## src/design/video_common_defs.svh

```systemverilog
/*
  Offsets, storage slots, write masks, reset values and field positions
  of the common video decoder control registers.
  Assumes it is included by bare name before any module that uses it.
*/
`ifndef VIDEO_COMMON_DEFS_SVH
`define VIDEO_COMMON_DEFS_SVH

// --------------------------------------------------------------
// Register offsets
// --------------------------------------------------------------
`define OFS_CLK_GAIN_A 8'h41
`define OFS_GAIN_B 8'h42
`define OFS_SYNC_CTRL 8'h45
`define OFS_GAIN_LOOP 8'h46
`define OFS_MGAIN_CH1 8'h47
`define OFS_MGAIN_CH2 8'h48
`define OFS_MGAIN_CH3 8'h49
`define OFS_MGAIN_CH4 8'h4a
`define OFS_REF_FILTER 8'h4b
`define OFS_POWER_DOWN 8'h4c
`define OFS_NOVIDEO 8'h4d
`define OFS_FREERUN 8'h4f
`define OFS_PEAK_CH12 8'h50
`define OFS_PEAK_CH34 8'h51
`define OFS_CLAMP_TEST 8'h52
`define OFS_STATUS 8'h55
`define OFS_ANA_TEST 8'h56
`define OFS_CORING_SW 8'h57

// --------------------------------------------------------------
// Storage slots of the writable registers
// --------------------------------------------------------------
`define NUM_SLOTS 17
`define SLOT_NONE 5'h1f
`define SLOT_CLK_GAIN_A 5'h00
`define SLOT_GAIN_B 5'h01
`define SLOT_SYNC_CTRL 5'h02
`define SLOT_GAIN_LOOP 5'h03
`define SLOT_MGAIN_CH1 5'h04
`define SLOT_REF_FILTER 5'h08
`define SLOT_POWER_DOWN 5'h09
`define SLOT_NOVIDEO 5'h0a
`define SLOT_FREERUN 5'h0b
`define SLOT_PEAK_CH12 5'h0c
`define SLOT_PEAK_CH34 5'h0d
`define SLOT_CLAMP_TEST 5'h0e
`define SLOT_ANA_TEST 5'h0f
`define SLOT_CORING_SW 5'h10

// --------------------------------------------------------------
// Write masks and reset values
// --------------------------------------------------------------
`define MASK_CLK_GAIN_A 8'hf7
`define MASK_GAIN_B 8'h07
`define MASK_REF_FILTER 8'h63
`define MASK_POWER_DOWN 8'h3f
`define MASK_NOVIDEO 8'h0f
`define MASK_CLAMP_TEST 8'hdf
`define MASK_FULL 8'hff
`define RST_CLK_GAIN_A 8'h77
`define RST_GAIN_B 8'h07
`define RST_SYNC_CTRL 8'hd1
`define RST_GAIN_LOOP 8'h00
`define RST_MGAIN_LOW 8'hf0
`define RST_REF_FILTER 8'h02
`define RST_POWER_DOWN 8'h00
`define RST_NOVIDEO 8'h0f
`define RST_FREERUN 8'h05
`define RST_ZERO 8'h00
`define RST_CORING_SW 8'h30

// --------------------------------------------------------------
// Field positions
// --------------------------------------------------------------
`define BIT_PIXCLK_OE 7
`define BIT_VS_ALIGN 5
`define BIT_FIELD_POL 4
`define BIT_HS_POL 3
`define BIT_VS_POL 2
`define BIT_ADC_ADC_CURRENT_REF_BOOST 6
`define BIT_ADC_VREF 5
`define BIT_ANTIALIAS 1
`define BIT_REDUCED_PWR 0
`define BIT_AUDIO_DAC_POWERDOWN 5
`define BIT_AUDIO_ADC_POWERDOWN 4
`define BIT_CLAMP_DEBUG 7
`define BIT_LUMA_CLAMP_OFF 6
`define BIT_AUDIO_AA 4
`define BIT_GAIN_TEST 3
`define BIT_CLAMP_FILTER 2
`define BIT_CLAMP_CUR1 1
`define BIT_CLAMP_CUR2 0

`endif

```

## src/design/video_common_pkg.sv

```systemverilog
/*
  Types shared by the common video decoder control block.
  Assumes nothing of its surroundings.
*/
package video_common_pkg;

  typedef logic [7:0] byte_type;
  typedef logic [4:0] slot_type;
  typedef logic [8:0] gain_type;

  // Source of the vertical sync and field flag timing.
  typedef enum logic {ALIGN_VSYNC, ALIGN_HSYNC} vsync_align_type;

endpackage : video_common_pkg

```

## src/design/sync_out_shaper.sv

```systemverilog
/*
  Shapes the sync and field flag outputs: polarity and timing source.
  Assumes sync inputs are active high and synchronous to core_clk.
*/
`timescale 1ns/10ps
module sync_out_shaper (
  input wire logic core_clk,
  input wire logic resetn,
  input wire logic vsync_align_sel,
  input wire logic field_flag_polarity,
  input wire logic hsync_out_polarity,
  input wire logic vsync_out_polarity,
  input wire logic hs_in,
  input wire logic vs_in,
  input wire logic odd_field_in,
  output logic hsync_out,
  output logic vsync_out,
  output logic field_flag_out
);

  logic hs_prev_reg;
  logic vs_hold_reg;
  logic odd_hold_reg;
  logic vs_sel;
  logic odd_sel;
  logic hs_rise;

  // Leading edge of horizontal sync.
  assign hs_rise = hs_in & ~hs_prev_reg;

  // Vertical sync and field are resampled at line start in hs mode.
  always_ff @(posedge core_clk or negedge resetn) begin
    if (!resetn) begin
      hs_prev_reg <= 1'b0;
      vs_hold_reg <= 1'b0;
      odd_hold_reg <= 1'b0;
    end else begin
      hs_prev_reg <= hs_in;
      if (hs_rise) begin
        vs_hold_reg <= vs_in;
        odd_hold_reg <= odd_field_in;
      end
    end
  end

  // Timing source selection.
  always_comb begin
    if (vsync_align_sel == video_common_pkg::ALIGN_HSYNC) begin
      vs_sel = vs_hold_reg;
      odd_sel = odd_hold_reg;
    end else begin
      vs_sel = vs_in;
      odd_sel = odd_field_in;
    end
  end

  // Registered outputs with selectable active level.
  always_ff @(posedge core_clk or negedge resetn) begin
    if (!resetn) begin
      hsync_out <= 1'b1;
      vsync_out <= 1'b1;
      field_flag_out <= 1'b0;
    end else begin
      hsync_out <= ~(hs_in ^ hsync_out_polarity);
      vsync_out <= ~(vs_sel ^ vsync_out_polarity);
      field_flag_out <= odd_sel ^ field_flag_polarity;
    end
  end

endmodule : sync_out_shaper

```

## src/design/video_decoder_common_ctrl_regs.sv

```systemverilog
/*
  Common control and status registers of the four video decoder
  channels, with the sync output shaper and manual gain selection.
  Assumes a simple register port driven on core_clk, with one-cycle
  strobes that never overlap, and status inputs synchronous to it.
*/
// The plain strobed port is this design's own decision.
`timescale 1ns/10ps
`include "video_common_defs.svh"

module video_decoder_common_ctrl_regs (
  input wire logic core_clk,
  input wire logic resetn,
  input wire logic [7:0] reg_addr,
  input wire logic [7:0] reg_wdata,
  input wire logic reg_wr,
  input wire logic reg_rd,
  output logic [7:0] reg_rdata,
  output logic pixclk_out_enable,
  output logic [2:0] dac_output_gain_cx,
  output logic [2:0] dac_output_gain_yx,
  output logic [2:0] dac_output_gain_yy,
  input wire logic hs_in,
  input wire logic vs_in,
  input wire logic odd_field_in,
  output logic hsync_out,
  output logic vsync_out,
  output logic field_flag_out,
  output logic [3:0] auto_gain_loop_off,
  output logic [35:0] manual_gain_value,
  input wire logic [35:0] auto_gain_in,
  output logic [35:0] applied_gain,
  output logic adc_current_ref_boost,
  output logic video_vref_shutdown,
  output logic video_antialias_en,
  output logic video_reduced_power,
  output logic audio_dac_powerdown,
  output logic audio_adc_powerdown,
  output logic [3:0] video_adc_powerdown,
  output logic [1:0] novideo_flag_speed,
  output logic [1:0] freerun_rate,
  output logic [1:0] luma_noise_reduction,
  output logic [1:0] clamp_mode,
  output logic [1:0] slice_level,
  output logic [15:0] peaking_test_field,
  output logic clamp_debug,
  output logic luma_clamp_off,
  output logic audio_antialias_en,
  output logic gain_test,
  output logic clamp_filter_ctrl,
  output logic clamp_current_one,
  output logic clamp_current_two,
  output logic [7:0] analog_channel_test,
  output logic [3:0] sharpness_coring,
  output logic [3:0] input_a_b_select,
  input wire logic [3:0] ch_odd_field,
  input wire logic [3:0] ch_vactive
);

  // --------------------------------------------------------------
  // Decode helpers
  // --------------------------------------------------------------

  // Maps a register offset to its storage slot, or none.
  function automatic video_common_pkg::slot_type slot_of(
    input logic [7:0] addr
  );
    begin
      case (addr)
        `OFS_CLK_GAIN_A: slot_of = `SLOT_CLK_GAIN_A;
        `OFS_GAIN_B: slot_of = `SLOT_GAIN_B;
        `OFS_SYNC_CTRL: slot_of = `SLOT_SYNC_CTRL;
        `OFS_GAIN_LOOP: slot_of = `SLOT_GAIN_LOOP;
        `OFS_MGAIN_CH1: slot_of = `SLOT_MGAIN_CH1;
        `OFS_MGAIN_CH2: slot_of = 5'h05;
        `OFS_MGAIN_CH3: slot_of = 5'h06;
        `OFS_MGAIN_CH4: slot_of = 5'h07;
        `OFS_REF_FILTER: slot_of = `SLOT_REF_FILTER;
        `OFS_POWER_DOWN: slot_of = `SLOT_POWER_DOWN;
        `OFS_NOVIDEO: slot_of = `SLOT_NOVIDEO;
        `OFS_FREERUN: slot_of = `SLOT_FREERUN;
        `OFS_PEAK_CH12: slot_of = `SLOT_PEAK_CH12;
        `OFS_PEAK_CH34: slot_of = `SLOT_PEAK_CH34;
        `OFS_CLAMP_TEST: slot_of = `SLOT_CLAMP_TEST;
        `OFS_ANA_TEST: slot_of = `SLOT_ANA_TEST;
        `OFS_CORING_SW: slot_of = `SLOT_CORING_SW;
        default: slot_of = `SLOT_NONE;
      endcase
    end
  endfunction : slot_of

  // Bits of a slot that software may change; the rest stay zero.
  function automatic video_common_pkg::byte_type mask_of(
    input video_common_pkg::slot_type slot
  );
    begin
      case (slot)
        `SLOT_CLK_GAIN_A: mask_of = `MASK_CLK_GAIN_A;
        `SLOT_GAIN_B: mask_of = `MASK_GAIN_B;
        `SLOT_REF_FILTER: mask_of = `MASK_REF_FILTER;
        `SLOT_POWER_DOWN: mask_of = `MASK_POWER_DOWN;
        `SLOT_NOVIDEO: mask_of = `MASK_NOVIDEO;
        `SLOT_CLAMP_TEST: mask_of = `MASK_CLAMP_TEST;
        default: mask_of = `MASK_FULL;
      endcase
    end
  endfunction : mask_of

  // Reset value of each slot.
  function automatic video_common_pkg::byte_type reset_of(
    input video_common_pkg::slot_type slot
  );
    begin
      case (slot)
        `SLOT_CLK_GAIN_A: reset_of = `RST_CLK_GAIN_A;
        `SLOT_GAIN_B: reset_of = `RST_GAIN_B;
        `SLOT_SYNC_CTRL: reset_of = `RST_SYNC_CTRL;
        `SLOT_GAIN_LOOP: reset_of = `RST_GAIN_LOOP;
        `SLOT_MGAIN_CH1: reset_of = `RST_MGAIN_LOW;
        5'h05: reset_of = `RST_MGAIN_LOW;
        5'h06: reset_of = `RST_MGAIN_LOW;
        5'h07: reset_of = `RST_MGAIN_LOW;
        `SLOT_REF_FILTER: reset_of = `RST_REF_FILTER;
        `SLOT_POWER_DOWN: reset_of = `RST_POWER_DOWN;
        `SLOT_NOVIDEO: reset_of = `RST_NOVIDEO;
        `SLOT_FREERUN: reset_of = `RST_FREERUN;
        `SLOT_CORING_SW: reset_of = `RST_CORING_SW;
        default: reset_of = `RST_ZERO;
      endcase
    end
  endfunction : reset_of

  // --------------------------------------------------------------
  // Register storage
  // --------------------------------------------------------------
  video_common_pkg::byte_type regs_reg [`NUM_SLOTS];
  video_common_pkg::slot_type wr_slot;
  video_common_pkg::byte_type status_reg;
  video_common_pkg::byte_type rdata_next;

  assign wr_slot = slot_of(reg_addr);

  // Writes land under the slot's mask; the status offset maps to no
  // slot, so a write there changes nothing.
  always_ff @(posedge core_clk or negedge resetn) begin
    if (!resetn) begin
      for (int i = 0; i < `NUM_SLOTS; i = i + 1) begin
        regs_reg[i] <= reset_of(5'(i));
      end
    end else if (reg_wr && wr_slot != `SLOT_NONE) begin
      regs_reg[wr_slot] <= reg_wdata & mask_of(wr_slot);
    end
  end

  // --------------------------------------------------------------
  // Status capture
  // --------------------------------------------------------------

  // Field flags are reported in the sense chosen for the field
  // output, so software sees the same level as the pin.
  always_ff @(posedge core_clk or negedge resetn) begin
    if (!resetn) begin
      status_reg <= 8'h00;
    end else begin
      status_reg[7:4] <= ch_odd_field ^
        {4{regs_reg[`SLOT_SYNC_CTRL][`BIT_FIELD_POL]}};
      status_reg[3:0] <= ch_vactive;
    end
  end

  // --------------------------------------------------------------
  // Read port
  // --------------------------------------------------------------

  // Read data select; unmapped offsets read as zero.
  always_comb begin
    rdata_next = 8'h00;
    if (reg_addr == `OFS_STATUS) begin
      rdata_next = status_reg;
    end else if (wr_slot != `SLOT_NONE) begin
      rdata_next = regs_reg[wr_slot];
    end
  end

  // Data stand only in the cycle after the read strobe.
  always_ff @(posedge core_clk or negedge resetn) begin
    if (!resetn) begin
      reg_rdata <= 8'h00;
    end else if (reg_rd) begin
      reg_rdata <= rdata_next;
    end else begin
      reg_rdata <= 8'h00;
    end
  end

  // --------------------------------------------------------------
  // Analog output clock and gain controls
  // --------------------------------------------------------------

  // The enable gates both pixel clock pins together.
  assign pixclk_out_enable =
    regs_reg[`SLOT_CLK_GAIN_A][`BIT_PIXCLK_OE];
  // Code n gives 90.625 + 3.125 * n percent.
  assign dac_output_gain_cx = regs_reg[`SLOT_CLK_GAIN_A][6:4];
  assign dac_output_gain_yx = regs_reg[`SLOT_CLK_GAIN_A][2:0];
  assign dac_output_gain_yy = regs_reg[`SLOT_GAIN_B][2:0];

  // --------------------------------------------------------------
  // Sync outputs
  // --------------------------------------------------------------

  // Polarity and timing source come straight from the sync control.
  sync_out_shaper u_sync (
    .core_clk(core_clk),
    .resetn(resetn),
    .vsync_align_sel(regs_reg[`SLOT_SYNC_CTRL][`BIT_VS_ALIGN]),
    .field_flag_polarity(regs_reg[`SLOT_SYNC_CTRL][`BIT_FIELD_POL]),
    .hsync_out_polarity(regs_reg[`SLOT_SYNC_CTRL][`BIT_HS_POL]),
    .vsync_out_polarity(regs_reg[`SLOT_SYNC_CTRL][`BIT_VS_POL]),
    .hs_in(hs_in),
    .vs_in(vs_in),
    .odd_field_in(odd_field_in),
    .hsync_out(hsync_out),
    .vsync_out(vsync_out),
    .field_flag_out(field_flag_out)
  );

  // --------------------------------------------------------------
  // Gain loop and manual gain
  // --------------------------------------------------------------

  // The ninth gain bit of each channel lives in the shared register.
  assign auto_gain_loop_off = regs_reg[`SLOT_GAIN_LOOP][7:4];
  assign manual_gain_value = {
    regs_reg[`SLOT_GAIN_LOOP][3], regs_reg[5'h07],
    regs_reg[`SLOT_GAIN_LOOP][2], regs_reg[5'h06],
    regs_reg[`SLOT_GAIN_LOOP][1], regs_reg[5'h05],
    regs_reg[`SLOT_GAIN_LOOP][0], regs_reg[`SLOT_MGAIN_CH1]
  };

  // Gain applied per channel; registered, so a write to a low byte or
  // the shared top bit reaches the analog side one cycle later.
  always_ff @(posedge core_clk or negedge resetn) begin
    if (!resetn) begin
      applied_gain <= 36'h000000000;
    end else begin
      for (int i = 0; i < 4; i = i + 1) begin
        if (auto_gain_loop_off[i]) begin
          applied_gain[i*9 +: 9] <= manual_gain_value[i*9 +: 9];
        end else begin
          applied_gain[i*9 +: 9] <= auto_gain_in[i*9 +: 9];
        end
      end
    end
  end

  // --------------------------------------------------------------
  // Converter references, filters and power-down
  // --------------------------------------------------------------

  // One filter enable and one power mode cover all four channels.
  assign adc_current_ref_boost = regs_reg[`SLOT_REF_FILTER][`BIT_ADC_ADC_CURRENT_REF_BOOST];
  assign video_vref_shutdown = regs_reg[`SLOT_REF_FILTER][`BIT_ADC_VREF];
  assign video_antialias_en =
    regs_reg[`SLOT_REF_FILTER][`BIT_ANTIALIAS];
  assign video_reduced_power =
    regs_reg[`SLOT_REF_FILTER][`BIT_REDUCED_PWR];
  assign audio_dac_powerdown =
    regs_reg[`SLOT_POWER_DOWN][`BIT_AUDIO_DAC_POWERDOWN];
  assign audio_adc_powerdown =
    regs_reg[`SLOT_POWER_DOWN][`BIT_AUDIO_ADC_POWERDOWN];
  // Bit n powers down channel n.
  assign video_adc_powerdown = regs_reg[`SLOT_POWER_DOWN][3:0];

  // --------------------------------------------------------------
  // Decoder mode fields
  // --------------------------------------------------------------

  // Code 1 of the free-run field has no meaning; it is passed on as
  // written because the decoder core owns its interpretation.
  assign novideo_flag_speed = regs_reg[`SLOT_NOVIDEO][3:2];
  assign freerun_rate = regs_reg[`SLOT_FREERUN][7:6];
  assign luma_noise_reduction = regs_reg[`SLOT_FREERUN][5:4];
  // Clamp code 3 is not to be used; it is held as written.
  assign clamp_mode = regs_reg[`SLOT_FREERUN][3:2];
  assign slice_level = regs_reg[`SLOT_FREERUN][1:0];
  assign peaking_test_field = {
    regs_reg[`SLOT_PEAK_CH34], regs_reg[`SLOT_PEAK_CH12]
  };

  // --------------------------------------------------------------
  // Clamp and test controls
  // --------------------------------------------------------------

  // Test controls default to zero and are only passed through.
  assign clamp_debug = regs_reg[`SLOT_CLAMP_TEST][`BIT_CLAMP_DEBUG];
  assign luma_clamp_off =
    regs_reg[`SLOT_CLAMP_TEST][`BIT_LUMA_CLAMP_OFF];
  assign audio_antialias_en =
    regs_reg[`SLOT_CLAMP_TEST][`BIT_AUDIO_AA];
  assign gain_test = regs_reg[`SLOT_CLAMP_TEST][`BIT_GAIN_TEST];
  assign clamp_filter_ctrl =
    regs_reg[`SLOT_CLAMP_TEST][`BIT_CLAMP_FILTER];
  assign clamp_current_one = regs_reg[`SLOT_CLAMP_TEST][`BIT_CLAMP_CUR1];
  assign clamp_current_two = regs_reg[`SLOT_CLAMP_TEST][`BIT_CLAMP_CUR2];
  assign analog_channel_test = regs_reg[`SLOT_ANA_TEST];

  // --------------------------------------------------------------
  // Coring and input selection
  // --------------------------------------------------------------

  // Bit n selects input B for channel n.
  assign sharpness_coring = regs_reg[`SLOT_CORING_SW][7:4];
  assign input_a_b_select = regs_reg[`SLOT_CORING_SW][3:0];

endmodule : video_decoder_common_ctrl_regs

```

## config.mk

```make
export PLATFORM = sky130hd
export DESIGN_NAME = video_decoder_common_ctrl_regs
export DESIGN_NICKNAME = d
export VERILOG_FILES = /design/src/design/video_common_pkg.sv /design/src/design/sync_out_shaper.sv /design/src/design/video_decoder_common_ctrl_regs.sv
export VERILOG_INCLUDE_DIRS = /design/src /design/src/design
export SDC_FILE = /design/constraint.sdc
export NUM_CORES = 1
export LEC_CHECK = 0
export BUFFER_PORTS_ARGS = -buffer_cell sky130_fd_sc_hd__buf_2
export CORE_MARGIN = 5
export CORE_UTILIZATION = 55
export CTS_CLUSTER_SIZE = 16
export DETAILED_ROUTE_END_ITERATION = 10
export GPL_ROUTABILITY_DRIVEN = 0
export HOLD_SLACK_MARGIN = 0.12
export PLACE_DENSITY = 0.79
export SETUP_SLACK_MARGIN = 0.1
export SYNTH_ARGS = -nofsm -noshare
export SYNTH_HDL_FRONTEND = slang
export SYNTH_HIERARCHICAL = 1
export SYNTH_SLANG_ARGS = --single-unit
```

## constraint.sdc

```tcl
create_clock -name core_clk -period 2.4 [get_ports core_clk]
set_clock_uncertainty 0.2 [all_clocks]
set_input_delay 0.48 -clock core_clk [delete_from_list [all_inputs] [get_ports core_clk]]
set_output_delay 0.48 -clock core_clk [all_outputs]
set_load 0.02 [all_outputs]
```

==> results.yml <==
routing:
  via_count: 8222
  dr.pass1.iters: 7
  vias_per_cell: 6.01
  first_iter_violations: 820
  detail-route-antenna-nets: 0
  wire_per_inst_um: 23.6
  post-route-drc-count: 0
  wirelength_um: 32300
synthesis:
  yosys.area_share.simple_pct: 8.14
  seq_area_frac_synth_pct: 50.5
  syn_avg_cell_area_sq_um: 11.9
  netlist-cell-type-count: 66
  async_reset_ff_share_pct: 100
  synth_edf_count: 0
  synth.top_cell.area_share_pct: 39.7
  postSynthNetCount: 879
  synth-seq-cells: 194
  synth_top_family_by_area: "multiplexers"
  yosys_warnings: 6
  syn_inst: 812
  yosysMostFrequentCell: "dfrtp_1"
  synth_xor_area_share_pct: 0.993
  ys_top_cells_by_count: "154 x dfrtp_1, 149 x mux2_2, 103 x buf_4"
  synth.area.mux_share_pct: 18.9
  synth_top_cells_by_area: "dfrtp_1 40%, mux2_2 17%, dfstp_2 11%"
  synth_top_area_cell: "dfrtp_1"
  synth-compound-area-share_pct: 11.6
  synthesis.area_sq_um: 9700
  synthAdderAreaFrac_pct: 0
  ys.flop_type: "dfrtp_1"
timing:
  tightest_slew_ns: 0.545
  rsz0062_at_grt: "yes"
  fin_crit_ns: 2.35
  min_period_over_period_pct: 98.0
  setup_viol: 0
  fmax_ghz: 0.425
  hold_viol: 0
  slew_violations: 0
  relSlewSlack_pct: 62.8
layout:
  seq_area_sq_um: 4900
  multiInputGateArea_sq_um: 4350
  finish.utilization_pct: 77.6
  layout.cells.non_filler: 1368
  num-fill-cells: 995
  syn_to_final_growth_pct: 38.2
  antenna_cells: 0
  drive_gt1_share_pct: 60.9
  fin_nets: 1197
  fin_area_sq_um: 13400
critical_path:
  path_max_fanout: 7
  critPathLaunchType: "input port"
  endpoint_kind: "flip-flop"
  worst_path_max_delay_cell: "or4b_4"
  worstPathCellList: "buf_8 -> buf_6 -> or4b_4 -> o31ai_4 -> o31ai_4 -> clkbuf_16 -> a2111oi_4 -> nor3_4 -> o32ai_2"
  path_common_cell: "o31ai_4"
  crit_family: "compound AO/OA/AOI/OAI gates"
  path_buf_inv: 3
  worstPathArrival_ns: 2.49
  cp.required_ns: 2.54
  worst_path_largest_cell_delay_ns: 0.55
  crit_type: "in -> reg"
floorplanning:
  die_h_um: 143
  fp.dieW_um: 143
  ios: 223
  start_util_pct: 56.1
  die_area_sq_um: 20400
  core_area_sq_um: 17300
  row_count: 48
grt:
  antenna_found_initial: 0
  use_met3_pct: 6.43
  grt_overflow_total: 0
  busiest_layer: "met2"
  grt_max_degree: 57
  grt_first_pass_wirelength_um: 47400
  grtUsageMet2_pct: 50.3
  grt_util_met1_pct: 38.4
  grt_pass1_vias: 8391
  track_usage_pct: 30.6
placement:
  io_buffers: 222
  post-place-cells: 1267
  place_area_sq_um: 11700
  dp_hpwl_um: 22500
power_and_ir_drop:
  leakage_nw: 6.52
  p_total_mw: 7.47
  ir_drop_uv: 495
  p_per_area_nw_per_um2: 557
clock_tree:
  clkSlewWorstSetupHoldPaths_ns: 0.07
  cts-root-buf: "clkbuf_16"
  h-tree-depth: 4
  cts.sinks: 194
  cts_buffer_depth: 2
  cts_tree: "yes"
  cts_inserted_buffers: 17
  insertion_delay_ns: 0.45
min_path:
  min_path_type: "in -> reg"
run:
  drv_cap: 0
run_status:
  status: "finished clean"
[layer usage]
metal / part of all wire (%) / vias to the layer above / wire length, um
met2: 48 / 528 / 15600
met4: 4.9 / 0 / 1590
met3: 9.2 / 116 / 2970
met5: 0 / - / 0
li1: - / 3492 / -
met1: 38 / 4086 / 12200
[worst register-to-register path: cells and delay by family (launching register included)]
| family | cells | cell delay, ns |
|---|---|---|
| AOI/OAI and AO/OA | 6 | 0.98 |
| DFF | 1 | 0.56 |
| buffers and inverters | 1 | 0.16 |
[cells in the final DEF, fill, tap and decap left out, drive strengths merged, types with 3 or more instances in the layout]
master       Yosys  final
buf            118    380
dfrtp          154    154
mux2           151    151
dlygate4sd3      0     51
nor2            47     47
dfstp           40     40
o22ai           35     35
nand2           33     33
o21ai           21     21
clkbuf          17     20
a21oi           20     20
and2            14     14
mux2i           13     13
inv              6     12
nor2b           11     11
nor3            11     11
o221ai          10     10
o21a             8      8
nand3            8      8
a22oi            7      7
a31oi            7      7
o32ai            7      7
a211oi           7      7
xnor2            6      6
nand2b           6      6
xor2             5      5
a22o             4      4
a221oi           4      4
o31ai            4      4
clkinv           0      4
o22a             3      3
nand4            3      3
bufinv           0      3
a2111oi          3      3
o21bai           3      3
[what timing repair did]
item,in CTS,in global routing
setup buffers,2,15
pin swaps,7,20
gates resized for setup,16,64
hold buffers,51,0
endpoints found under the hold margin,98,0
cloned,0,2
endpoints found under the setup margin,32,102
[report_power, final]
part           switching (mW)  internal, mW
registers              0.0454          3.35
clock network            1.39          1.70
logic                   0.534         0.466
total                    1.96          5.51
[worst paths after layout]
| path | end | cells after the start | slack (ns) | from |
|---|---|---|---|---|
| max | reg_rdata[0] | 9 | 0.05 | reg_addr[0] |
| min | reg_rdata[4] | 2 | 0.14 | reg_rd |
| max reg2reg | reg_rdata[2] | 7 | 0.42 | dac_output_gain_yx[2] |
| min reg2reg | u_sync/hsync_out | 1 | 0.26 | regs_reg[115] |
| max in group asynchronous | clamp_mode[0] | 3 | 0.94 | resetn |
| min in group asynchronous | applied_gain[0] | 2 | 0.35 | resetn |
[kinds of logic after synthesis]
logic type / Yosys count
xor gates and xnor gates: 11
DFF: 194
and+or+nand+nor: 146
muxes: 164
AOI/OAI and AO/OA: 156
buffers and inverters: 141
[through the flow]
step                      worst slack [ns]  TNS [ns]  hold slack, ns
final                               0.0482         0           0.144
after global routing              -0.00685  -0.00685           0.164
after CTS                           0.0766         0           0.132
after detailed placement            -0.522    -39.49           0.260
after global placement              -0.452    -35.98           0.258
after floorplan                    -0.0503     -2.05         -0.0156
[area by class of cell]
class	instances	share of cell area (%)
clock buffer	17	3.17
clock inverter	15	1.61
inverter	6	0.196
multi-input combinational	477	32.4
sequential	194	36.6
tap	225	2.10
timing repair buffer	434	23.9
Power figures use the tool's default switching activity.
